## src/include/sfs_pkg.sv

```systemverilog
// Shared constants of the serial flash front end
package sfs_pkg;
    // ------------------------------------------------------------
    // Clock and array geometry
    // ------------------------------------------------------------
    localparam longint CLK_HZ = 250_000_000;
    localparam int ADDR_W = 22;
    localparam int PAGE_OFS_W = 8;
    localparam int PAGE_IDX_W = 14;
    localparam int PAGE_BYTES = 256;
    localparam int SECTOR_OFS_W = 12;
    localparam int SECTOR_COUNT = 1024;
    localparam int BLOCK_OFS_W = 16;
    localparam int BLOCK_COUNT = 64;
    localparam int OTP_ADDR_W = 11;
    localparam int TIMER_W = 36;
    // ------------------------------------------------------------
    // Instruction codes
    // ------------------------------------------------------------
    localparam logic [7:0] CMD_WRSR = 8'h01;
    localparam logic [7:0] CMD_PP = 8'h02;
    localparam logic [7:0] CMD_READ = 8'h03;
    localparam logic [7:0] CMD_WRDI = 8'h04;
    localparam logic [7:0] CMD_RDSR = 8'h05;
    localparam logic [7:0] CMD_WREN = 8'h06;
    localparam logic [7:0] CMD_SE = 8'h20;
    localparam logic [7:0] CMD_DREAD = 8'h3B;
    localparam logic [7:0] CMD_OTP_PP = 8'h42;
    localparam logic [7:0] CMD_OTP_READ = 8'h4B;
    localparam logic [7:0] CMD_CE = 8'hC7;
    localparam logic [7:0] CMD_BE = 8'hD8;
    // ------------------------------------------------------------
    // Status register layout and reset values
    // ------------------------------------------------------------
    localparam int ST_BUSY = 0;
    localparam int ST_WEL = 1;
    localparam int ST_BP_LO = 2;
    localparam int BP_W = 3;
    localparam int ST_OTP_LOCK = 6;
    localparam int ST_LOCK = 7;
    localparam logic [BP_W-1:0] BP_RST = 3'h0;
    localparam logic OTP_LOCK_RST = 1'b0;
    localparam logic LOCK_RST = 1'b0;
    localparam logic [1:0] SCOPE_SECTOR = 2'h0;
    localparam logic [1:0] SCOPE_BLOCK = 2'h1;
    localparam logic [1:0] SCOPE_CHIP = 2'h2;
    localparam logic [1:0] SCOPE_OTP = 2'h3;
    // ------------------------------------------------------------
    // Typical busy times
    // ------------------------------------------------------------
    localparam longint BYTE_PROG_NS = 7000;
    localparam longint PAGE_PROG_US = 1500;
    localparam longint SECTOR_ERASE_MS = 90;
    localparam longint BLOCK_ERASE_MS = 1000;
    localparam longint CHIP_ERASE_MS = 25000;
    localparam longint BYTE_PROG_CYC = (BYTE_PROG_NS * CLK_HZ + 64'd999_999_999) / 64'd1_000_000_000;
    localparam longint PAGE_PROG_CYC = PAGE_PROG_US * CLK_HZ / 64'd1_000_000;
    localparam longint SECTOR_ERASE_CYC = SECTOR_ERASE_MS * CLK_HZ / 64'd1000;
    localparam longint BLOCK_ERASE_CYC = BLOCK_ERASE_MS * CLK_HZ / 64'd1000;
    localparam longint CHIP_ERASE_CYC = CHIP_ERASE_MS * CLK_HZ / 64'd1000;
    // ------------------------------------------------------------
    // Transaction states
    // ------------------------------------------------------------
    typedef enum logic [6:0] {
        S_IDLE = 7'h01,
        S_CMD = 7'h02,
        S_ADDR = 7'h04,
        S_DUMMY = 7'h08,
        S_DATIN = 7'h10,
        S_DATOUT = 7'h20,
        S_SKIP = 7'h40
    } sfs_state_t;
endpackage

```

## src/include/sfs_busy_if.sv

```systemverilog
// Handshake between the command logic and the busy timer
`timescale 1ns/100ps
interface sfs_busy_if;
    import sfs_pkg::*;
    logic start;
    logic [TIMER_W-1:0] cycles;
    logic busy;
    logic done;
    modport ctrl (output start, output cycles, input busy, input done);
    modport timer (input start, input cycles, output busy, output done);
endinterface

```

## src/logic/sfs_busy_timer.sv

```systemverilog
// Busy timer for internal program and erase operations
`timescale 1ns/100ps
module sfs_busy_timer (
    // Clock and reset
    input wire logic clk_sys,
    input wire logic rst_n,
    // Control side
    sfs_busy_if.timer tm
);
    import sfs_pkg::*;

    logic [TIMER_W-1:0] remain;
    logic [TIMER_W-1:0] next_remain;
    logic busy;
    logic next_busy;
    logic done;
    logic next_done;

    always_comb begin
        next_remain = remain;
        next_busy = busy;
        next_done = 1'b0;
        if (tm.start && !busy) begin
            next_remain = tm.cycles;
            next_busy = 1'b1;
        end else if (busy) begin
            if (remain <= TIMER_W'(1)) begin
                next_busy = 1'b0;
                next_done = 1'b1;
                next_remain = '0;
            end else begin
                next_remain = remain - TIMER_W'(1);
            end
        end
    end

    always_ff @(posedge clk_sys or negedge rst_n) begin
        if (!rst_n) begin
            remain <= '0;
            busy <= 1'b0;
            done <= 1'b0;
        end else begin
            remain <= next_remain;
            busy <= next_busy;
            done <= next_done;
        end
    end

    assign tm.busy = busy;
    assign tm.done = done;
endmodule

```

## src/logic/sfs_front_end.sv

```systemverilog
// Serial flash front end: pin-level command engine and array requests
// ------------------------------------------------------------
// ------------------------------------------------------------
`timescale 1ns/100ps
module sfs_front_end #(
    parameter longint PAGE_PROG_CYCLES = sfs_pkg::PAGE_PROG_CYC,
    parameter longint SECTOR_ERASE_CYCLES = sfs_pkg::SECTOR_ERASE_CYC,
    parameter longint BLOCK_ERASE_CYCLES = sfs_pkg::BLOCK_ERASE_CYC,
    parameter longint CHIP_ERASE_CYCLES = sfs_pkg::CHIP_ERASE_CYC
) (
    // Clock and reset
    input wire logic clk_sys,
    input wire logic rst_n,
    // Serial pins
    input wire logic sck,
    input wire logic chipEnable_n,
    input wire logic hold_n,
    input wire logic writeProtect_n,
    input wire logic dual_io_lane_zero_in,
    output logic dual_io_lane_zero_out,
    output logic dual_io_lane_zero_oe,
    input wire logic dual_io_lane_one_in,
    output logic dual_io_lane_one_out,
    output logic dual_io_lane_one_oe,
    // Array requests
    output logic memWrite,
    output logic memRead,
    output logic memErase,
    output logic [1:0] memScope,
    output logic memOtp,
    output logic [sfs_pkg::ADDR_W-1:0] memAddr,
    output logic [7:0] memWrData,
    input wire logic [7:0] memRdData,
    // Status
    output logic opDone
);
    import sfs_pkg::*;

    if (PAGE_PROG_CYCLES < 1 || SECTOR_ERASE_CYCLES < 1 || BLOCK_ERASE_CYCLES < 1
        || CHIP_ERASE_CYCLES < 1 || CHIP_ERASE_CYCLES >= (64'd1 << TIMER_W)) begin
        $error("Busy cycle counts out of range");
    end

    // ------------------------------------------------------------
    // Pin edge detection
    // ------------------------------------------------------------
    logic sckPrev;
    logic cePrev;
    logic active;
    logic sckRise;
    logic sckFall;
    logic ceFall;
    logic ceRise;

    assign active = !chipEnable_n && hold_n;
    assign sckRise = active && sck && !sckPrev;
    assign sckFall = active && !sck && sckPrev;
    assign ceFall = !chipEnable_n && cePrev;
    assign ceRise = chipEnable_n && !cePrev;

    sfs_busy_if tm ();

    sfs_busy_timer u_timer (
        .clk_sys(clk_sys),
        .rst_n(rst_n),
        .tm(tm.timer)
    );

    // ------------------------------------------------------------
    // Transaction state
    // ------------------------------------------------------------
    sfs_state_t state, next_state;
    logic [4:0] bitCnt, next_bitCnt;
    logic [7:0] shiftIn, next_shiftIn;
    logic [7:0] cmd, next_cmd;
    logic [ADDR_W-1:0] addr, next_addr;
    logic [7:0] outShift, next_outShift;
    logic [7:0] rdBuf, next_rdBuf;
    logic rdPend, next_rdPend;
    logic [8:0] byteCnt, next_byteCnt;
    logic armed, next_armed;
    logic driving, next_driving;
    logic wel, next_wel;
    logic [BP_W-1:0] bp, next_bp;
    logic lockBit, next_lockBit;
    logic otpLock, next_otpLock;
    logic next_memWrite, next_memRead, next_memErase, next_memOtp;
    logic [1:0] next_memScope;
    logic [ADDR_W-1:0] next_memAddr;
    logic [7:0] next_memWrData;
    logic next_io0Out, next_io0Oe, next_io1Out, next_io1Oe;
    logic [7:0] statusByte;
    logic [7:0] rxByte;
    logic [7:0] src;
    logic [TIMER_W-1:0] progCyc;
    logic isDual;
    logic isRead;

    // Top fraction of blocks protected, doubling per level
    function automatic logic inProtect(input logic [ADDR_W-1:0] a,
                                       input logic [BP_W-1:0] lvl);
        logic [6:0] cnt;
        cnt = 7'(7'h01 << (lvl - BP_W'(1)));
        if (lvl == '0) begin
            return 1'b0;
        end
        return ({1'b0, a[ADDR_W-1:BLOCK_OFS_W]} + cnt) >= 7'(BLOCK_COUNT);
    endfunction

    assign statusByte = {lockBit, otpLock, 1'b0, bp, wel, tm.busy};
    assign rxByte = {shiftIn[6:0], dual_io_lane_zero_in};
    assign isDual = (cmd == CMD_DREAD);
    assign isRead = (cmd == CMD_READ) || isDual || (cmd == CMD_OTP_READ);
    assign src = (cmd == CMD_RDSR) ? statusByte : rdBuf;
    // Programming costs bytes times the byte figure, capped at the page figure
    assign progCyc = (TIMER_W'(byteCnt) * TIMER_W'(BYTE_PROG_CYC) > TIMER_W'(PAGE_PROG_CYCLES))
        ? TIMER_W'(PAGE_PROG_CYCLES) : TIMER_W'(byteCnt) * TIMER_W'(BYTE_PROG_CYC);

    always_comb begin
        next_state = state;
        next_bitCnt = bitCnt;
        next_shiftIn = shiftIn;
        next_cmd = cmd;
        next_addr = addr;
        next_outShift = outShift;
        next_rdBuf = rdPend ? memRdData : rdBuf;
        next_rdPend = 1'b0;
        next_byteCnt = byteCnt;
        next_armed = armed;
        next_driving = driving;
        next_wel = wel;
        next_bp = bp;
        next_lockBit = lockBit;
        next_otpLock = otpLock;
        next_memWrite = 1'b0;
        next_memRead = 1'b0;
        next_memErase = 1'b0;
        next_memOtp = memOtp;
        next_memScope = memScope;
        next_memAddr = memAddr;
        next_memWrData = memWrData;
        next_io0Out = dual_io_lane_zero_out;
        next_io1Out = dual_io_lane_one_out;
        tm.start = 1'b0;
        tm.cycles = '0;
        if (chipEnable_n) begin
            next_state = S_IDLE;
            next_driving = 1'b0;
        end
        if (ceFall) begin
            next_state = S_CMD;
            next_bitCnt = '0;
            next_byteCnt = '0;
            next_armed = 1'b0;
            next_driving = 1'b0;
        end else if (ceRise && armed) begin
            unique case (cmd)
                CMD_WREN: next_wel = 1'b1;
                CMD_WRDI: next_wel = 1'b0;
                CMD_WRSR: begin
                    next_wel = 1'b0;
                    // Lock bit only takes effect while the pin is low
                    if (!(lockBit && !writeProtect_n)) begin
                        next_bp = shiftIn[ST_BP_LO +: BP_W];
                        next_lockBit = shiftIn[ST_LOCK];
                        next_otpLock = otpLock || shiftIn[ST_OTP_LOCK];
                    end
                end
                CMD_PP, CMD_OTP_PP: begin
                    next_wel = 1'b0;
                    tm.start = 1'b1;
                    tm.cycles = progCyc;
                end
                CMD_SE: begin
                    next_wel = 1'b0;
                    next_memErase = 1'b1;
                    next_memScope = SCOPE_SECTOR;
                    next_memOtp = 1'b0;
                    next_memAddr = {addr[ADDR_W-1:SECTOR_OFS_W], SECTOR_OFS_W'(0)};
                    tm.start = 1'b1;
                    tm.cycles = TIMER_W'(SECTOR_ERASE_CYCLES);
                end
                CMD_BE: begin
                    next_wel = 1'b0;
                    next_memErase = 1'b1;
                    next_memScope = SCOPE_BLOCK;
                    next_memOtp = 1'b0;
                    next_memAddr = {addr[ADDR_W-1:BLOCK_OFS_W], BLOCK_OFS_W'(0)};
                    tm.start = 1'b1;
                    tm.cycles = TIMER_W'(BLOCK_ERASE_CYCLES);
                end
                CMD_CE: begin
                    next_wel = 1'b0;
                    next_memErase = 1'b1;
                    next_memScope = SCOPE_CHIP;
                    next_memOtp = 1'b0;
                    next_memAddr = '0;
                    tm.start = 1'b1;
                    tm.cycles = TIMER_W'(CHIP_ERASE_CYCLES);
                end
                default: next_wel = wel;
            endcase
            next_armed = 1'b0;
        end else if (sckRise) begin
            next_shiftIn = rxByte;
            next_bitCnt = bitCnt + 5'h01;
            unique case (state)
                S_CMD: if (bitCnt == 5'h07) begin
                    next_cmd = rxByte;
                    next_bitCnt = '0;
                    next_state = S_SKIP;
                    // While busy only the status poll is served
                    if (rxByte == CMD_RDSR) begin
                        next_state = S_DATOUT;
                    end else if (!tm.busy) begin
                        unique case (rxByte)
                            CMD_WREN, CMD_WRDI: next_armed = 1'b1;
                            CMD_WRSR: if (wel) next_state = S_DATIN;
                            CMD_READ, CMD_DREAD, CMD_OTP_READ: next_state = S_ADDR;
                            CMD_PP, CMD_OTP_PP, CMD_SE, CMD_BE: begin
                                if (wel) next_state = S_ADDR;
                            end
                            CMD_CE: next_armed = wel && (bp == '0);
                            default: next_state = S_SKIP;
                        endcase
                    end
                end
                S_ADDR: begin
                    next_addr = {addr[ADDR_W-2:0], dual_io_lane_zero_in};
                    if (bitCnt == 5'h17) begin
                        next_bitCnt = '0;
                        next_state = S_SKIP;
                        if (isRead) begin
                            next_memRead = 1'b1;
                            next_rdPend = 1'b1;
                            next_memOtp = (cmd == CMD_OTP_READ);
                            next_memAddr = {addr[ADDR_W-2:0], dual_io_lane_zero_in};
                            next_state = isDual ? S_DUMMY : S_DATOUT;
                        end else if (cmd == CMD_OTP_PP) begin
                            if (!otpLock) next_state = S_DATIN;
                        end else if (!inProtect(next_addr, bp)) begin
                            next_state = (cmd == CMD_PP) ? S_DATIN : S_SKIP;
                            next_armed = (cmd != CMD_PP);
                        end
                    end
                end
                S_DUMMY: if (bitCnt == 5'h07) begin
                    next_bitCnt = '0;
                    next_state = S_DATOUT;
                end
                S_DATIN: if (bitCnt == 5'h07) begin
                    next_bitCnt = '0;
                    next_armed = 1'b1;
                    if (cmd == CMD_WRSR) begin
                        next_state = S_SKIP;
                    end else if (byteCnt != 9'(PAGE_BYTES)) begin
                        next_byteCnt = byteCnt + 9'h001;
                        next_memWrite = 1'b1;
                        next_memWrData = rxByte;
                        next_memOtp = (cmd == CMD_OTP_PP);
                        next_memScope = (cmd == CMD_OTP_PP) ? SCOPE_OTP : SCOPE_SECTOR;
                        next_memAddr = addr;
                        // Offset wraps inside the page, page index held
                        next_addr = {addr[ADDR_W-1:PAGE_OFS_W],
                                     addr[PAGE_OFS_W-1:0] + PAGE_OFS_W'(1)};
                    end
                end
                default: next_bitCnt = bitCnt;
            endcase
        end else if (sckFall && state == S_DATOUT) begin
            next_driving = 1'b1;
            if (bitCnt == '0) begin
                next_io1Out = src[7];
                next_io0Out = src[6];
                next_outShift = isDual ? {src[5:0], 2'b00} : {src[6:0], 1'b0};
                if (isRead) begin
                    next_addr = (cmd == CMD_OTP_READ)
                        ? {addr[ADDR_W-1:OTP_ADDR_W], addr[OTP_ADDR_W-1:0] + OTP_ADDR_W'(1)}
                        : addr + ADDR_W'(1);
                    next_memAddr = next_addr;
                    next_memRead = 1'b1;
                    next_rdPend = 1'b1;
                end
            end else begin
                next_io1Out = outShift[7];
                next_io0Out = outShift[6];
                next_outShift = isDual ? {outShift[5:0], 2'b00} : {outShift[6:0], 1'b0};
            end
            next_bitCnt = isDual ? ((bitCnt == 5'h06) ? '0 : bitCnt + 5'h02)
                                 : ((bitCnt == 5'h07) ? '0 : bitCnt + 5'h01);
        end
        // Hold floats the lanes but keeps every counter
        next_io1Oe = next_driving && !chipEnable_n && hold_n;
        next_io0Oe = next_io1Oe && isDual;
    end

    // ------------------------------------------------------------
    // Registers
    // ------------------------------------------------------------
    always_ff @(posedge clk_sys or negedge rst_n) begin
        if (!rst_n) begin
            sckPrev <= 1'b0;
            cePrev <= 1'b1;
            state <= S_IDLE;
            bitCnt <= '0;
            shiftIn <= '0;
            cmd <= '0;
            addr <= '0;
            outShift <= '0;
            rdBuf <= '0;
            rdPend <= 1'b0;
            byteCnt <= '0;
            armed <= 1'b0;
            driving <= 1'b0;
            wel <= 1'b0;
            bp <= BP_RST;
            lockBit <= LOCK_RST;
            otpLock <= OTP_LOCK_RST;
            memWrite <= 1'b0;
            memRead <= 1'b0;
            memErase <= 1'b0;
            memScope <= SCOPE_SECTOR;
            memOtp <= 1'b0;
            memAddr <= '0;
            memWrData <= '0;
            dual_io_lane_zero_out <= 1'b0;
            dual_io_lane_zero_oe <= 1'b0;
            dual_io_lane_one_out <= 1'b0;
            dual_io_lane_one_oe <= 1'b0;
            opDone <= 1'b0;
        end else begin
            sckPrev <= hold_n ? sck : sckPrev;
            cePrev <= chipEnable_n;
            state <= next_state;
            bitCnt <= next_bitCnt;
            shiftIn <= next_shiftIn;
            cmd <= next_cmd;
            addr <= next_addr;
            outShift <= next_outShift;
            rdBuf <= next_rdBuf;
            rdPend <= next_rdPend;
            byteCnt <= next_byteCnt;
            armed <= next_armed;
            driving <= next_driving;
            wel <= next_wel;
            bp <= next_bp;
            lockBit <= next_lockBit;
            otpLock <= next_otpLock;
            memWrite <= next_memWrite;
            memRead <= next_memRead;
            memErase <= next_memErase;
            memScope <= next_memScope;
            memOtp <= next_memOtp;
            memAddr <= next_memAddr;
            memWrData <= next_memWrData;
            dual_io_lane_zero_out <= next_io0Out;
            dual_io_lane_zero_oe <= next_io0Oe;
            dual_io_lane_one_out <= next_io1Out;
            dual_io_lane_one_oe <= next_io1Oe;
            opDone <= tm.done;
        end
    end
endmodule

```

## config.mk

```make
export PLATFORM = sky130hd
export DESIGN_NAME = sfs_front_end
export DESIGN_NICKNAME = d
export VERILOG_FILES = /design/src/include/sfs_pkg.sv /design/src/include/sfs_busy_if.sv /design/src/logic/sfs_busy_timer.sv /design/src/logic/sfs_front_end.sv
export SDC_FILE = /design/constraint.sdc
export NUM_CORES = 1
export LEC_CHECK = 0
export BUFFER_PORTS_ARGS = -buffer_cell sky130_fd_sc_hd__buf_2
export CORE_ASPECT_RATIO = 1.2
export CORE_MARGIN = 5
export CORE_UTILIZATION = 25
export CTS_CLUSTER_DIAMETER = 40
export DETAILED_ROUTE_END_ITERATION = 8
export PLACE_DENSITY_LB_ADDON = 0.15
export SLEW_MARGIN = 40
export SYNTH_ARGS = -nofsm -noshare
export SYNTH_HDL_FRONTEND = slang
export SYNTH_SLANG_ARGS = --single-unit
```

## constraint.sdc

```tcl
create_clock -name clk_sys -period 7 [get_ports clk_sys]
set_input_delay 1.4 -clock clk_sys [delete_from_list [all_inputs] [get_ports clk_sys]]
set_output_delay 1.4 -clock clk_sys [all_outputs]
set_load 0.01 [all_outputs]
```

Yosys cells after proc, flatten, opt, wreduce, memory -nomap -nowiden. Index checks and enable logic that the tools add are counted.

Word-level logic and storage cells: 332. Latch bits: 0. Memories: 0. Memory bits (read-only): 0. Flip-flop bits (word level): 164. Bits in writable memories: 0.

Magnitude comparators: 3. Add/sub/neg operators: 9. Reduce and logical (&&, ||, !) cells: 68. Equality and inequality tests: 65. Multipliers: 1. Divide/modulo/power cells: 0. Bitwise operators: 5. Shift-type cells: 1. Multiplexer cells: 148.

Operator list (count): $mux W22 (12); $pmux W33 S4 (1); $mux W7 (18); $mux W36 (3); $pmux W22 S2 (2); $mux W1 (70); $mux W33 (2); $pmux W22 S3 (1); $mux W9 (7); $mux W8 (7); $eq A8 B3 Y1 const B (6); $ne A4 B4 Y1 const B (12); $mux W5 (8); $le A36 B1 Y1 const B (1); $sub A36 B1 Y36 const B (1); $eq A8 B2 Y1 const B (4); $eq A8 B6 Y1 const B (4); $eq A8 B7 Y1 const B (4); $eq A8 B8 Y1 const B (4); $pmux W7 S4 (1); $reduce_bool A2 Y1 (13); $ne A3 B3 Y1 const B (8); $add A22 B1 Y22 const B (1); $reduce_and A11 Y1 (2); other kinds (54) (108).

Depth between registers and ports, before layout. Gate-level depths: netlist (run 1).

Depth in word-level cells: 25. Depth in mapped cells: 19. Gate-level depth less buffers: 18.

By module. From an unflattened synthesis (run 1), not the netlist that was laid out.

Cell total of the unflattened synthesis: 1427. Area total of the unflattened synthesis: 12321.8 um^2.

Modules (own cells, without submodules): sfs_front_end (sequential area each 3130.5 um^2, instances 1, cells an instance 1146, area an instance 9814.4 um^2); sfs_busy_timer (sequential area each 950.9 um^2, instances 1, cells an instance 281, area an instance 2507.4 um^2).

Worst setup path after synthesis (run 1). OpenSTA, ideal clock, no wires.

Path type: register to register. From: reg byteCnt[6]. To: reg u_timer.remain[9]. Slack: 1.894 ns. Stages on the path, launching flop included: 20. Data arrival time: 5.024 ns. Library setup time: 0.082 ns. Buffers on the path: 1. Clock period less this slack: 5.106 ns. Path through: dfrtp_1 inv_1 ha_1 inv_1 fa_1 inv_1 fa_1 inv_1 fa_1 inv_1 ha_1 clkbuf_1 and3_1 a221oi_1 nor2b_1 a211oi_1 o311ai_0 o221ai_1 a2111o_1 a31oi_1.

Longest elaborated chain between the ends: 7.

RTL lines: from (decl) (RTL line sfs_front_end.sv:80) `logic [8:0] byteCnt, next_byteCnt;`; from (signal assigned) (RTL line sfs_front_end.sv:342) `byteCnt <= next_byteCnt;`; $mul A9 B10 Y19 (*) (RTL line sfs_front_end.sv:116, sfs_front_end.sv:117); $gt A20 B19 Y1 (RTL line sfs_front_end.sv:116) `assign progCyc = (TIMER_W'(byteCnt) * TIMER_W'(BYTE_PROG_CYC) > TIMER_W'(PAGE_PROG_CYCLES))`; $mux W20 (*) (RTL line sfs_front_end.sv:117) `? TIMER_W'(PAGE_PROG_CYCLES) : TIMER_W'(byteCnt) * TIMER_W'(BYTE_PROG_CYC);`; $pmux W33 S4 (*) (RTL line sfs_front_end.sv:157) `unique case (cmd)`; $mux W33 (*) (RTL line sfs_front_end.sv:156) `end else if (ceRise && armed) begin`; $mux W33 (*) (RTL line sfs_front_end.sv:150) `if (ceFall) begin`; $mux W36 (*) (RTL line sfs_busy_timer.sv:23) `if (tm.start && !busy) begin`; to (signal assigned) (RTL line sfs_busy_timer.sv:43) `remain <= next_remain;`; to (decl) (RTL line sfs_busy_timer.sv:12) `logic [TIMER_W-1:0] remain;`.

Mark *: on every way between the ends. The rest lies on a longest branch, timed or not. A chain may end at the register's enable or synchronous reset.

Worst setup path in the final report (run 1).
From: reg byteCnt[0]. To: reg u_timer.remain[9].

The elaborated chain is that of the path after synthesis.

==> flow_metrics.env, run 1 <==
export IMPL_grt_antenna_before_repair=0
export IMPL_crit_fanout=10
export IMPL_gpl_final_weighted_congestion=0.807
export IMPL_worstSetupEndpointType="flip-flop"
export IMPL_wire_length_of_the_first_global_routing_pass_um=59700
export IMPL_cp_slowest_stage_delay_ns=0.54
export IMPL_synth_cell_type_count=86
export IMPL_synth_xor_area_frac=0.0288
export IMPL_postSynthAreaPerCell_um2=8.69
export IMPL_synth_enable_flop_cells=0
export IMPL_yosys_most_used_dff="sky130_fd_sc_hd__dfrtp_1"
export IMPL_cts_repair_resizes=0
export IMPL_detail_route_wl_per_cell_um=18.5
export IMPL_synth_area_mux_share=0.0478
export IMPL_design_final_nets=1492
export IMPL_setup_viol=0
export IMPL_first_global_vias=10300
export IMPL_leakage_uw=0.00598
export IMPL_die_area_um2=51900
export IMPL_clock_skews_ns=0.0223
export IMPL_max_freq_ghz=0.172
export IMPL_worst_ep_required_time_ns=7.40
export IMPL_detailedRoute_firstIterationViolations=532
export IMPL_clk_insertion_delay_late_ns=0.48
export IMPL_rows=87
export IMPL_clk_sinks=163
export IMPL_pin_count=57
export IMPL_clock_tree_root_cell="sky130_fd_sc_hd__clkbuf_16"
export IMPL_fin_tns_setup_ns=0
export IMPL_switching_share=0.316
export IMPL_syn_num_nets=1469
export IMPL_r2r_setup_slack_ns=1.19
export IMPL_share_of_final_layout_standard_cells_stronger_than_drive_strength_1=0.123
export IMPL_yosys_register_bits=163
export IMPL_max_cap_viol_count=0
export IMPL_die_width_um=209
export IMPL_timing_slew_headroom=0.471
export IMPL_period_share=0.830
export IMPL_clock_power_share=0.409
export IMPL_combPwrFrac=0.146
export IMPL_min_from="u_timer.tm.done$_DFF_PN0_"
export IMPL_rsz0062_at_grt="false"
export IMPL_hold_path_end="opDone$_DFF_PN0_"
export IMPL_rr_worst_depth=18
export IMPL_synth_adder_area_share=0.113
export IMPL_hold_path_depth=0
export IMPL_fp_dieH_um=248
export IMPL_ys_async_sr_fraction=1.00
export IMPL_grt_max_degree=63
export IMPL_synth_top_family_by_area="compound AO/OA/AOI/OAI gates"
export IMPL_critPathTopFamily="compound AO/OA/AOI/OAI gates"
export IMPL_post_place_ws_ns=1.12
export IMPL_internal_power_uw=1710
export IMPL_route_antenna_remaining_nets=0
export IMPL_outcome="completed"
export IMPL_post_synth_inst_count=1363
export IMPL_clk_path_buf_depth=2
export IMPL_core_region_area_um2=46900
export IMPL_drv_slew=0
export IMPL_cp_cell_sequence="inv_1 > ha_1 > inv_1 > fa_1 > inv_1 > ha_1 > inv_1 > fa_1 > inv_1 > ha_1 > a211o_1 > a211o_1 > a31oi_1 > o21bai_1 > xnor2_1 > o221ai_1 > a2111o_1 > a31oi_1"
export IMPL_cts_post_setup_buffers_inserted=0
export IMPL_finalWorstPathRequiredPeriod_ns=5.81
export IMPL_timing_final_ws_setup_ns=1.19
export IMPL_cts_tree="yes"
export IMPL_cts_htree_levels=4
export IMPL_synth_yosys_seq_area_share=0.345
export IMPL_num_vias=10200
export IMPL_rr_startpoint="byteCnt[0]$_DFFE_PN0P_"
export IMPL_yosysWarningCount=0
export IMPL_num_fill_cells=5034
export IMPL_tightest_slew_ns=0.788
export IMPL_r2r_end="u_timer.remain[9]$_DFFE_PN0P_"
export IMPL_cts_hold_repair_buffers=0
export IMPL_timing_critical_path_buf_inv=5
export IMPL_initial_utilization=0.253
export IMPL_crit_type="reg2reg"
export IMPL_synth_simple_gate_area_frac=0.190
export IMPL_cts_buffers=17
export IMPL_synth_compound_area_share=0.222
export IMPL_timing_hold_violations_final=0
export IMPL_path_clk_slew_ns=0.09
export IMPL_holdCritPathClass="reg2reg"
export IMPL_areaGrowthSynthToFinish_pct=13.5
export IMPL_mappedNetlistArea_um2=11800
export IMPL_count_of_input_and_output_buffers=55
export IMPL_critPathMostFrequentCell="sky130_fd_sc_hd__inv_1"
export IMPL_power_per_cell_area_nw_per_um2=186
export IMPL_worst_setup_path_start_kind="flip-flop"
export IMPL_globalRoute_totalOverflow=0
export IMPL_power_ir_vdd_worst_mv=0.136
export IMPL_drt_pass1_iterations=5
export IMPL_place_detailed_hpwl_um=28100
export IMPL_totalWireLength_um=37500
export IMPL_worst_ep_arrival_time_ns=6.22
export IMPL_detail_route_vias_per_cell=5.07
export IMPL_drt_drc_violations_left=0
export IMPL_gr_usage_all_layers=0.144
export IMPL_sequential_fraction_of_design_power=0.445
export IMPL_p_switching_uw=787
export IMPL_critical_path_slowest_cell="sky130_fd_sc_hd__fa_1"
[kinds of logic after synthesis]
| group | count (synthesis) |
|---|---|
| compound gates | 405 |
| mux | 52 |
| buf+inv | 161 |
| flops | 163 |
| simple gates | 453 |
| xor+xnor | 39 |
| fa+ha+maj | 90 |
[sequential cells by signal (all words and copies together) (netlist names), 8 cells and up]
register,flops
byteCnt,9
memAddr,22
addr,22
rdBuf,8
memWrData,8
u_timer.remain,36
shiftIn,8
cmd,8
[through the flow]
stage / area [um^2] / total power [uW] / cells / hold slack, ns / utilization
final: 13400 / 2490 / 2023 / 0.353 / 0.287
after global routing: 13400 / 2630 / 2022 / 0.361 / 0.287
after CTS: 13400 / 2550 / 2022 / 0.355 / 0.286
after detailed placement: 12800 / 1500 / 1990 / 0.338 / 0.273
after global placement: 12800 / 1490 / 1990 / 0.334 / 0.272
after floorplan: 11800 / 1350 / 1363 / 0.331 / -
[power by group through the flow]
stage,clock (uW),combinational [uW],sequential (uW)
finish,1020,364,1110
detailed placement,0,371,1130
global route,1090,418,1120
floorplan,0,266,1080
global placement,0,369,1130
CTS,1060,373,1110
[routing by layer]
layer / vias to the layer above / track usage / routed length, um
li1: 5008 / - / -
met1: 5025 / 0.173 / 16000
met2: 173 / 0.261 / 19700
met3: 42 / 0.0234 / 1010
met4: 0 / 0.0444 / 752
met5: - / 0 / 0
[placed cells by master (no fill, tap or decap), types with 37 or more instances in the layout]
master / Yosys / routed
sky130_fd_sc_hd__nand3_1: 38 / 38
sky130_fd_sc_hd__dfrtp_1: 161 / 161
sky130_fd_sc_hd__a21oi_1: 94 / 94
sky130_fd_sc_hd__ha_1: 62 / 62
sky130_fd_sc_hd__mux2_2: 37 / 37
sky130_fd_sc_hd__buf_2: 7 / 54
sky130_fd_sc_hd__nor3_1: 47 / 46
sky130_fd_sc_hd__inv_1: 89 / 89
sky130_fd_sc_hd__o21ai_0: 121 / 121
sky130_fd_sc_hd__nor2_1: 95 / 95
sky130_fd_sc_hd__nand2_1: 140 / 139
[layout make-up]
class | instances | area (um^2) | area share
multi-input combinational | 1039 | 7190 | 0.535
clock buffer | 18 | 439 | 0.0327
antenna | 1 | 2.50 | 0.000186
clock inverter | 14 | 183 | 0.0136
tap | 623 | 779 | 0.0580
inverter | 90 | 338 | 0.0251
sequential | 163 | 4080 | 0.303
timing repair buffer | 75 | 435 | 0.0324
[cells in the mapped netlist (8+ instances only)]
library cell | count | area share
sky130_fd_sc_hd__inv_1 | 89 | 0.028
sky130_fd_sc_hd__nand3_1 | 38 | 0.016
sky130_fd_sc_hd__mux2_2 | 37 | 0.035
sky130_fd_sc_hd__a31oi_1 | 11 | 0.0058
sky130_fd_sc_hd__a211oi_1 | 14 | 0.0089
sky130_fd_sc_hd__nand2b_1 | 12 | 0.0063
sky130_fd_sc_hd__and3_1 | 22 | 0.012
sky130_fd_sc_hd__nor4_1 | 12 | 0.0063
sky130_fd_sc_hd__xor2_1 | 19 | 0.014
sky130_fd_sc_hd__nand2_1 | 140 | 0.044
sky130_fd_sc_hd__nor2_1 | 95 | 0.030
sky130_fd_sc_hd__nand4_1 | 10 | 0.0053
sky130_fd_sc_hd__a21o_1 | 16 | 0.010
sky130_fd_sc_hd__or3_1 | 13 | 0.0069
sky130_fd_sc_hd__o22ai_1 | 10 | 0.0053
sky130_fd_sc_hd__o21a_1 | 8 | 0.0051
sky130_fd_sc_hd__a32o_1 | 10 | 0.0084
sky130_fd_sc_hd__a21oi_1 | 94 | 0.040
sky130_fd_sc_hd__nor3_1 | 47 | 0.020
sky130_fd_sc_hd__ha_1 | 62 | 0.065
sky130_fd_sc_hd__o211ai_1 | 8 | 0.0051
sky130_fd_sc_hd__dfrtp_1 | 161 | 0.34
sky130_fd_sc_hd__o31ai_1 | 25 | 0.016
sky130_fd_sc_hd__clkbuf_1 | 54 | 0.017
sky130_fd_sc_hd__mux2i_1 | 15 | 0.013
sky130_fd_sc_hd__xnor2_1 | 20 | 0.015
sky130_fd_sc_hd__and2_1 | 9 | 0.0048
sky130_fd_sc_hd__nor2b_1 | 13 | 0.0069
sky130_fd_sc_hd__o21ai_0 | 121 | 0.051
sky130_fd_sc_hd__fa_1 | 28 | 0.047
[worst reg2reg max path: stages (launching register included)]
cell                       delay, ns
sky130_fd_sc_hd__dfrtp_1        0.44
sky130_fd_sc_hd__inv_1          0.17
sky130_fd_sc_hd__ha_1           0.33
sky130_fd_sc_hd__inv_1          0.13
sky130_fd_sc_hd__fa_1           0.53
sky130_fd_sc_hd__inv_1          0.04
sky130_fd_sc_hd__ha_1           0.27
sky130_fd_sc_hd__inv_1          0.06
sky130_fd_sc_hd__fa_1           0.54
sky130_fd_sc_hd__inv_1          0.04
sky130_fd_sc_hd__ha_1           0.35
sky130_fd_sc_hd__a211o_1        0.38
sky130_fd_sc_hd__a211o_1        0.32
sky130_fd_sc_hd__a31oi_1        0.41
sky130_fd_sc_hd__o21bai_1       0.14
sky130_fd_sc_hd__xnor2_1        0.46
sky130_fd_sc_hd__o221ai_1       0.47
sky130_fd_sc_hd__a2111o_1       0.52
sky130_fd_sc_hd__a31oi_1        0.17
[worst max path at each step]
stage                           startpoint                             end  slack [ns]  depth (start not counted)
floorplan           byteCnt[6]$_DFFE_PN0P_   u_timer.remain[9]$_DFFE_PN0P_        1.89                         19
finish              byteCnt[0]$_DFFE_PN0P_   u_timer.remain[9]$_DFFE_PN0P_        1.19                         18
global placement    byteCnt[0]$_DFFE_PN0P_   u_timer.remain[9]$_DFFE_PN0P_        1.19                         18
detailed placement  byteCnt[0]$_DFFE_PN0P_   u_timer.remain[9]$_DFFE_PN0P_        1.12                         18
global route        byteCnt[2]$_DFFE_PN0P_  u_timer.remain[17]$_DFFE_PN0P_        0.76                         15
CTS                 byteCnt[0]$_DFFE_PN0P_   u_timer.remain[9]$_DFFE_PN0P_        1.09                         18
Power figures use the tool's default switching activity.
==> run 2: changes to the inputs <==
==> constraint.sdc (replaced) <==
create_clock -name clk_sys -period 6 [get_ports clk_sys]
set_input_delay 1.2 -clock clk_sys [delete_from_list [all_inputs] [get_ports clk_sys]]
set_output_delay 1.2 -clock clk_sys [all_outputs]
set_load 0.01 [all_outputs]
==> run 2 against run 1 <==
Utilization hardly changed. Worst hold slack improved by 0.0034 ns. Non-clock buffer count is 6 higher. Clock power is 7% higher. Via count rose by 0.40%. Wire length barely moved. Clock-buffer cell count unchanged. Clock skew fell by 0.014 ns. Setup slack got worse by 0.66 ns. Cell count rose by 0.25%. Sequential share of layout area about the same. Highest routed layer unchanged.
==> flow_metrics.env, run 2 (synthesis gave the netlist of run 1 again) <==
export IMPL_outcome="completed"
export IMPL_max_freq_ghz=0.183
export IMPL_cts_post_setup_buffers_inserted=0
export IMPL_cts_hold_repair_buffers=0
export IMPL_timing_hold_violations_final=0
export IMPL_timing_final_ws_setup_ns=0.528
export IMPL_totalWireLength_um=37500
export IMPL_clock_skews_ns=0.00846
export IMPL_fp_dieH_um=248
export IMPL_grt_max_degree=81
export IMPL_holdCritPathClass="reg2reg"
export IMPL_power_per_cell_area_nw_per_um2=209
export IMPL_first_global_vias=10400
export IMPL_worst_setup_path_start_kind="flip-flop"
export IMPL_multiInputGateArea_um2=7220
export IMPL_cts_tree="yes"
export IMPL_detail_route_wl_per_cell_um=18.5
export IMPL_fin_tns_setup_ns=0
export IMPL_areaGrowthSynthToFinish_pct=13.7
export IMPL_die_area_um2=51900
export IMPL_worstSetupEndpointType="flip-flop"
export IMPL_drv_slew=0
export IMPL_placed_area_um2=12900
export IMPL_seq_area_um2=4080
export IMPL_max_ffs_per_register=36
export IMPL_grt_use_met3=0.0161
export IMPL_use_met1=0.170
export IMPL_tightest_slew_ns=0.812
export IMPL_max_cap_viol_count=0
export IMPL_count_of_input_and_output_buffers=55
export IMPL_registers_top_by_ff_count="u_timer.remain"
export IMPL_num_vias=10300
export IMPL_detail_route_vias_per_cell=5.07
export IMPL_place_detailed_hpwl_um=28100
export IMPL_finalWorstPathRequiredPeriod_ns=5.47
export IMPL_clock_tree_root_cell="sky130_fd_sc_hd__clkbuf_16"
export IMPL_clk_insertion_delay_late_ns=0.46
export IMPL_finish_cell_count_without_fillers=2028
export IMPL_worst_ep_required_time_ns=6.39
export IMPL_insertedDiodeCount=0
export IMPL_drt_drc_violations_left=0
export IMPL_final_design_area_no_fill_um2=13500
export IMPL_crit_fanout=10
export IMPL_pin_count=57
export IMPL_core_region_area_um2=46900
export IMPL_clk_path_buf_depth=2
export IMPL_initial_utilization=0.253
export IMPL_num_fill_cells=5007
export IMPL_share_of_final_layout_standard_cells_stronger_than_drive_strength_1=0.130
export IMPL_grt_antenna_before_repair=0
export IMPL_route_antenna_remaining_nets=0
export IMPL_globalRoute_totalOverflow=0
export IMPL_setup_viol=0
export IMPL_most_common_library_cell_in_the_layout_ignoring_fill_and_taps="sky130_fd_sc_hd__dfrtp_1"
export IMPL_layout_cells_most_common_list="sky130_fd_sc_hd__dfrtp_1 (161), sky130_fd_sc_hd__nand2_1 (139), sky130_fd_sc_hd__o21ai_0 (121)"
export IMPL_worst_ep_arrival_time_ns=5.86
export IMPL_number_of_placed_instances_taps_included=1996
export IMPL_post_place_ws_ns=0.246
export IMPL_path_clk_slew_ns=0.08
export IMPL_gpl_final_weighted_congestion=0.802
export IMPL_wire_length_of_the_first_global_routing_pass_um=59800
export IMPL_grt_use_met2=0.265
export IMPL_period_share=0.912
export IMPL_gr_usage_all_layers=0.143
export IMPL_rows=87
export IMPL_design_final_nets=1498
export IMPL_cts_htree_levels=4
export IMPL_clk_sinks=163
export IMPL_power_ir_vdd_worst_mv=0.162
export IMPL_crit_type="reg2reg"
export IMPL_timing_slew_headroom=0.454
export IMPL_rsz0062_at_grt="false"
export IMPL_top_usage_layer="met2"
export IMPL_leakage_uw=0.00599
export IMPL_detailedRoute_firstIterationViolations=642
export IMPL_die_width_um=209
export IMPL_cts_buffers=17
export IMPL_reg_largest_list="u_timer.remain (36), addr (22), memAddr (22)"
export IMPL_drt_pass1_iterations=5
==> run 2: critical path: stages (launching register included) <==
cell and delay [ns]:
sky130_fd_sc_hd__dfrtp_1 0.44, sky130_fd_sc_hd__inv_1 0.16, sky130_fd_sc_hd__ha_1 0.33, sky130_fd_sc_hd__inv_1 0.15, sky130_fd_sc_hd__fa_1 0.54, sky130_fd_sc_hd__inv_1 0.04, sky130_fd_sc_hd__ha_1 0.27, sky130_fd_sc_hd__inv_1 0.05
sky130_fd_sc_hd__fa_1 0.52, sky130_fd_sc_hd__inv_1 0.04, sky130_fd_sc_hd__ha_1 0.35, sky130_fd_sc_hd__a211o_1 0.38, sky130_fd_sc_hd__a211o_1 0.32, sky130_fd_sc_hd__a31oi_1 0.40, sky130_fd_sc_hd__o31ai_1 0.18, sky130_fd_sc_hd__xnor2_1 0.32
sky130_fd_sc_hd__o221ai_2 0.27, sky130_fd_sc_hd__a2111o_1 0.47, sky130_fd_sc_hd__a31oi_1 0.17
==> run 2: routing by layer <==
metal / wire (um) / share of wire
met3: 801 / 0.021
met2: 19900 / 0.53
met5: 0 / 0
met4: 895 / 0.024
met1: 15900 / 0.42
==> run 2: path summary, 6_finish.rpt <==
kind                       slack [ns]  cells past startpoint                       from                       endpoint
setup / recovery                 0.53                     18     byteCnt[0]$_DFFE_PN0P_  u_timer.remain[9]$_DFFE_PN0P_
hold / removal                   0.36                      0  u_timer.tm.done$_DFF_PN0_               opDone$_DFF_PN0_
setup reg to reg                 0.53                     18     byteCnt[0]$_DFFE_PN0P_  u_timer.remain[9]$_DFFE_PN0P_
hold reg to reg                  0.36                      0  u_timer.tm.done$_DFF_PN0_               opDone$_DFF_PN0_
max in group asynchronous        4.12                      2                      rst_n         memAddr[7]$_DFFE_PN0P_
min in group asynchronous        0.70                      1                      rst_n            addr[6]$_DFFE_PN0P_
==> run 2: cell type report <==
cell class	instances	share of cell area
multi-input cells	1039	0.536
well taps	623	0.0579
inverters	90	0.0251
clock buffers	18	0.0326
repair buffers	81	0.0357
clock inverters	14	0.00929
flip-flops and latches	163	0.303
==> run 2: metrics by stage <==
step,power [uW],util,hold slack [ns]
2_1_floorplan,1570,-,0.331
3_3_place_gp,1740,0.273,0.334
3_5_place_dp,1750,0.274,0.345
4_1_cts,2870,0.286,0.362
5_1_grt,2970,0.287,0.363
6_report,2810,0.287,0.356
==> run 2: where the power goes <==
group	switching, uW	internal [uW]
Combinational	254	172
Clock	535	555
Sequential	120	1170
==> run 2: what timing repair did <==
action / in CTS / in global routing
setup endpoints to repair: 0 / 10
hold endpoints to repair: 0 / 0
resized for setup: 0 / 2
==> run 3: changes to the inputs <==
--- a/config.mk
+++ b/config.mk
@@ -8,7 +8,7 @@
 export BUFFER_PORTS_ARGS = -buffer_cell sky130_fd_sc_hd__buf_2
 export CORE_ASPECT_RATIO = 1.2
 export CORE_MARGIN = 5
-export CORE_UTILIZATION = 25
+export CORE_UTILIZATION = 50
 export CTS_CLUSTER_DIAMETER = 40
 export DETAILED_ROUTE_END_ITERATION = 8
 export PLACE_DENSITY_LB_ADDON = 0.15
==> constraint.sdc (replaced) <==
create_clock -name clk_sys -period 6.37 [get_ports clk_sys]
set_input_delay 1.274 -clock clk_sys [delete_from_list [all_inputs] [get_ports clk_sys]]
set_output_delay 1.274 -clock clk_sys [all_outputs]
set_load 0.01 [all_outputs]
==> run 3 against run 2 <==
Cell count fell by 16%. First-iteration DRC count increased by 23%. Combinational power is 8.0% lower.
==> flow_metrics.env, run 3 (synthesis gave the netlist of run 1 again) <==
export IMPL_timing_slew_headroom=0.408
export IMPL_place_detailed_hpwl_um=23100
export IMPL_detail_route_vias_per_cell=6.14
export IMPL_cts_hold_repair_buffers=0
export IMPL_layout_cells_most_common_list="sky130_fd_sc_hd__dfrtp_1 (161), sky130_fd_sc_hd__nand2_1 (139), sky130_fd_sc_hd__o21ai_0 (121)"
export IMPL_rsz0062_at_grt="false"
export IMPL_combPwrFrac=0.150
export IMPL_gr_usage_all_layers=0.241
export IMPL_die_area_um2=26900
export IMPL_sequential_fraction_of_design_power=0.464
export IMPL_clk_path_buf_depth=2
export IMPL_power_ir_vdd_worst_mv=0.171
export IMPL_cts_buffers=17
export IMPL_count_of_input_and_output_buffers=55
export IMPL_cts_post_setup_buffers_inserted=0
export IMPL_cts_tree="yes"
export IMPL_outcome="completed"
export IMPL_internal_power_uw=1790
export IMPL_crit_type="reg2reg"
export IMPL_fin_tns_setup_ns=0
export IMPL_cts_htree_levels=4
export IMPL_power_per_cell_area_nw_per_um2=201
export IMPL_drt_drc_violations_left=0
export IMPL_detailedRoute_firstIterationViolations=787
export IMPL_finalHoldWorstSlack_ns=0.359
export IMPL_detail_route_wl_per_cell_um=18.4
export IMPL_cp_cell_sequence="ha_1 > inv_1 > fa_1 > fa_1 > fa_1 > inv_1 > ha_1 > and2_1 > a221oi_1 > a21o_1 > a211oi_1 > o311ai_0 > o221ai_1 > a2111o_1 > a31oi_1"
export IMPL_globalRoute_totalOverflow=0
export IMPL_multiInputGateArea_um2=7190
export IMPL_clock_tree_root_cell="sky130_fd_sc_hd__clkbuf_16"
export IMPL_crit_fanout=10
export IMPL_max_cap_viol_count=0
export IMPL_timing_hold_violations_final=0
export IMPL_most_common_library_cell_in_the_layout_ignoring_fill_and_taps="sky130_fd_sc_hd__dfrtp_1"
export IMPL_holdCritPathClass="reg2reg"
export IMPL_switching_share=0.316
export IMPL_tightest_slew_ns=0.876
export IMPL_drt_pass1_iterations=5
export IMPL_seq_area_um2=4080
export IMPL_clk_insertion_delay_late_ns=0.44
export IMPL_clock_skews_ns=0.0181
export IMPL_num_fill_cells=2159
export IMPL_worstSetupEndpointType="flip-flop"
export IMPL_timing_critical_path_buf_inv=2
export IMPL_route_antenna_remaining_nets=0
export IMPL_cp_slowest_stage_delay_ns=0.65
export IMPL_path_clk_slew_ns=0.07
export IMPL_grt_max_degree=58
export IMPL_die_width_um=151
export IMPL_registers_top_by_ff_count="u_timer.remain"
export IMPL_num_vias=10500
export IMPL_max_freq_ghz=0.170
export IMPL_core_region_area_um2=23300
export IMPL_core_occupancy_in_the_finished_layout=0.559
export IMPL_worst_ep_required_time_ns=6.73
export IMPL_setup_viol=0
export IMPL_clk_sinks=163
export IMPL_clock_power_share=0.387
export IMPL_drv_slew=0
export IMPL_critPathMostFrequentCell="sky130_fd_sc_hd__fa_1"
export IMPL_insertedDiodeCount=0
export IMPL_critical_path_slowest_cell="sky130_fd_sc_hd__a221oi_1"
export IMPL_p_switching_uw=830
export IMPL_worst_setup_path_start_kind="flip-flop"
export IMPL_share_of_final_layout_standard_cells_stronger_than_drive_strength_1=0.120
export IMPL_wire_length_of_the_first_global_routing_pass_um=52100
export IMPL_critPathTopFamily="compound AO/OA/AOI/OAI gates"
export IMPL_areaGrowthSynthToFinish_pct=9.88
export IMPL_max_ffs_per_register=36
export IMPL_cts_repair_resizes=0
export IMPL_totalWireLength_um=31500
export IMPL_gpl_final_weighted_congestion=0.897
export IMPL_placed_area_um2=12400
export IMPL_rows=61
export IMPL_fp_dieH_um=179
export IMPL_pin_count=57
export IMPL_finalWorstPathRequiredPeriod_ns=5.88
export IMPL_first_global_vias=10100
export IMPL_design_final_nets=1489
export IMPL_final_design_area_no_fill_um2=13000
export IMPL_reg_largest_list="u_timer.remain (36), addr (22), memAddr (22)"
export IMPL_worst_ep_arrival_time_ns=6.23
export IMPL_initial_utilization=0.509
export IMPL_leakage_uw=0.00594
export IMPL_grt_antenna_before_repair=0
export IMPL_period_share=0.923
==> run 3: metal layers <==
layer	up-vias	track usage	wire (um)	share of wire
li1	4991	-	-	-
met4	0	0.0789	731	0.023
met1	5148	0.310	13700	0.43
met2	311	0.419	15700	0.50
met3	55	0.0323	1390	0.044
met5	-	0	0	0
==> run 3: metrics by stage <==
stage,power (uW),std cells,setup slack (ns)
4_1_cts,2640,1710,0.489
2_1_floorplan,1480,1363,1.26
3_3_place_gp,1610,1678,0.631
3_5_place_dp,1620,1678,0.515
5_1_grt,2760,1711,0.170
6_report,2620,1711,0.492
==> run 3: worst register-to-register path, stage by stage, from the launching register on <==
cell,delay (ns)
sky130_fd_sc_hd__dfrtp_1,0.47
sky130_fd_sc_hd__ha_1,0.41
sky130_fd_sc_hd__inv_1,0.08
sky130_fd_sc_hd__fa_1,0.52
sky130_fd_sc_hd__fa_1,0.44
sky130_fd_sc_hd__fa_1,0.56
sky130_fd_sc_hd__inv_1,0.04
sky130_fd_sc_hd__ha_1,0.36
sky130_fd_sc_hd__and2_1,0.20
sky130_fd_sc_hd__a221oi_1,0.65
sky130_fd_sc_hd__a21o_1,0.24
sky130_fd_sc_hd__a211oi_1,0.10
sky130_fd_sc_hd__o311ai_0,0.61
sky130_fd_sc_hd__o221ai_1,0.43
sky130_fd_sc_hd__a2111o_1,0.50
sky130_fd_sc_hd__a31oi_1,0.18
==> run 3: power by group through the flow <==
stage	clock network, uW	registers, uW	logic (uW)
after floorplan	0	1190	292
after global placement	0	1230	381
after detailed placement	0	1230	391
after CTS	1030	1210	394
after global routing	1080	1230	451
final	1010	1220	392
==> run 3: worst paths after layout <==
check / from / end / slack (ns) / cells after the start
setup / recovery: byteCnt[2]$_DFFE_PN0P_ / u_timer.remain[9]$_DFFE_PN0P_ / 0.49 / 15
hold / removal: u_timer.tm.done$_DFF_PN0_ / opDone$_DFF_PN0_ / 0.36 / 0
setup reg to reg: byteCnt[2]$_DFFE_PN0P_ / u_timer.remain[9]$_DFFE_PN0P_ / 0.49 / 15
hold reg to reg: u_timer.tm.done$_DFF_PN0_ / opDone$_DFF_PN0_ / 0.36 / 0
max in group asynchronous: rst_n / byteCnt[0]$_DFFE_PN0P_ / 4.47 / 2
min in group asynchronous: rst_n / memAddr[7]$_DFFE_PN0P_ / 0.76 / 1
==> run 3: layout make-up <==
| class | instances | share of cell area |
|---|---|---|
| Timing Repair Buffer | 72 | 0.0324 |
| Clock inverter | 15 | 0.0126 |
| Inverter | 90 | 0.0260 |
| Tap cell | 315 | 0.0303 |
| Multi-Input combinational cell | 1039 | 0.553 |
| Sequential cell | 163 | 0.314 |
| Clock buffer | 17 | 0.0327 |
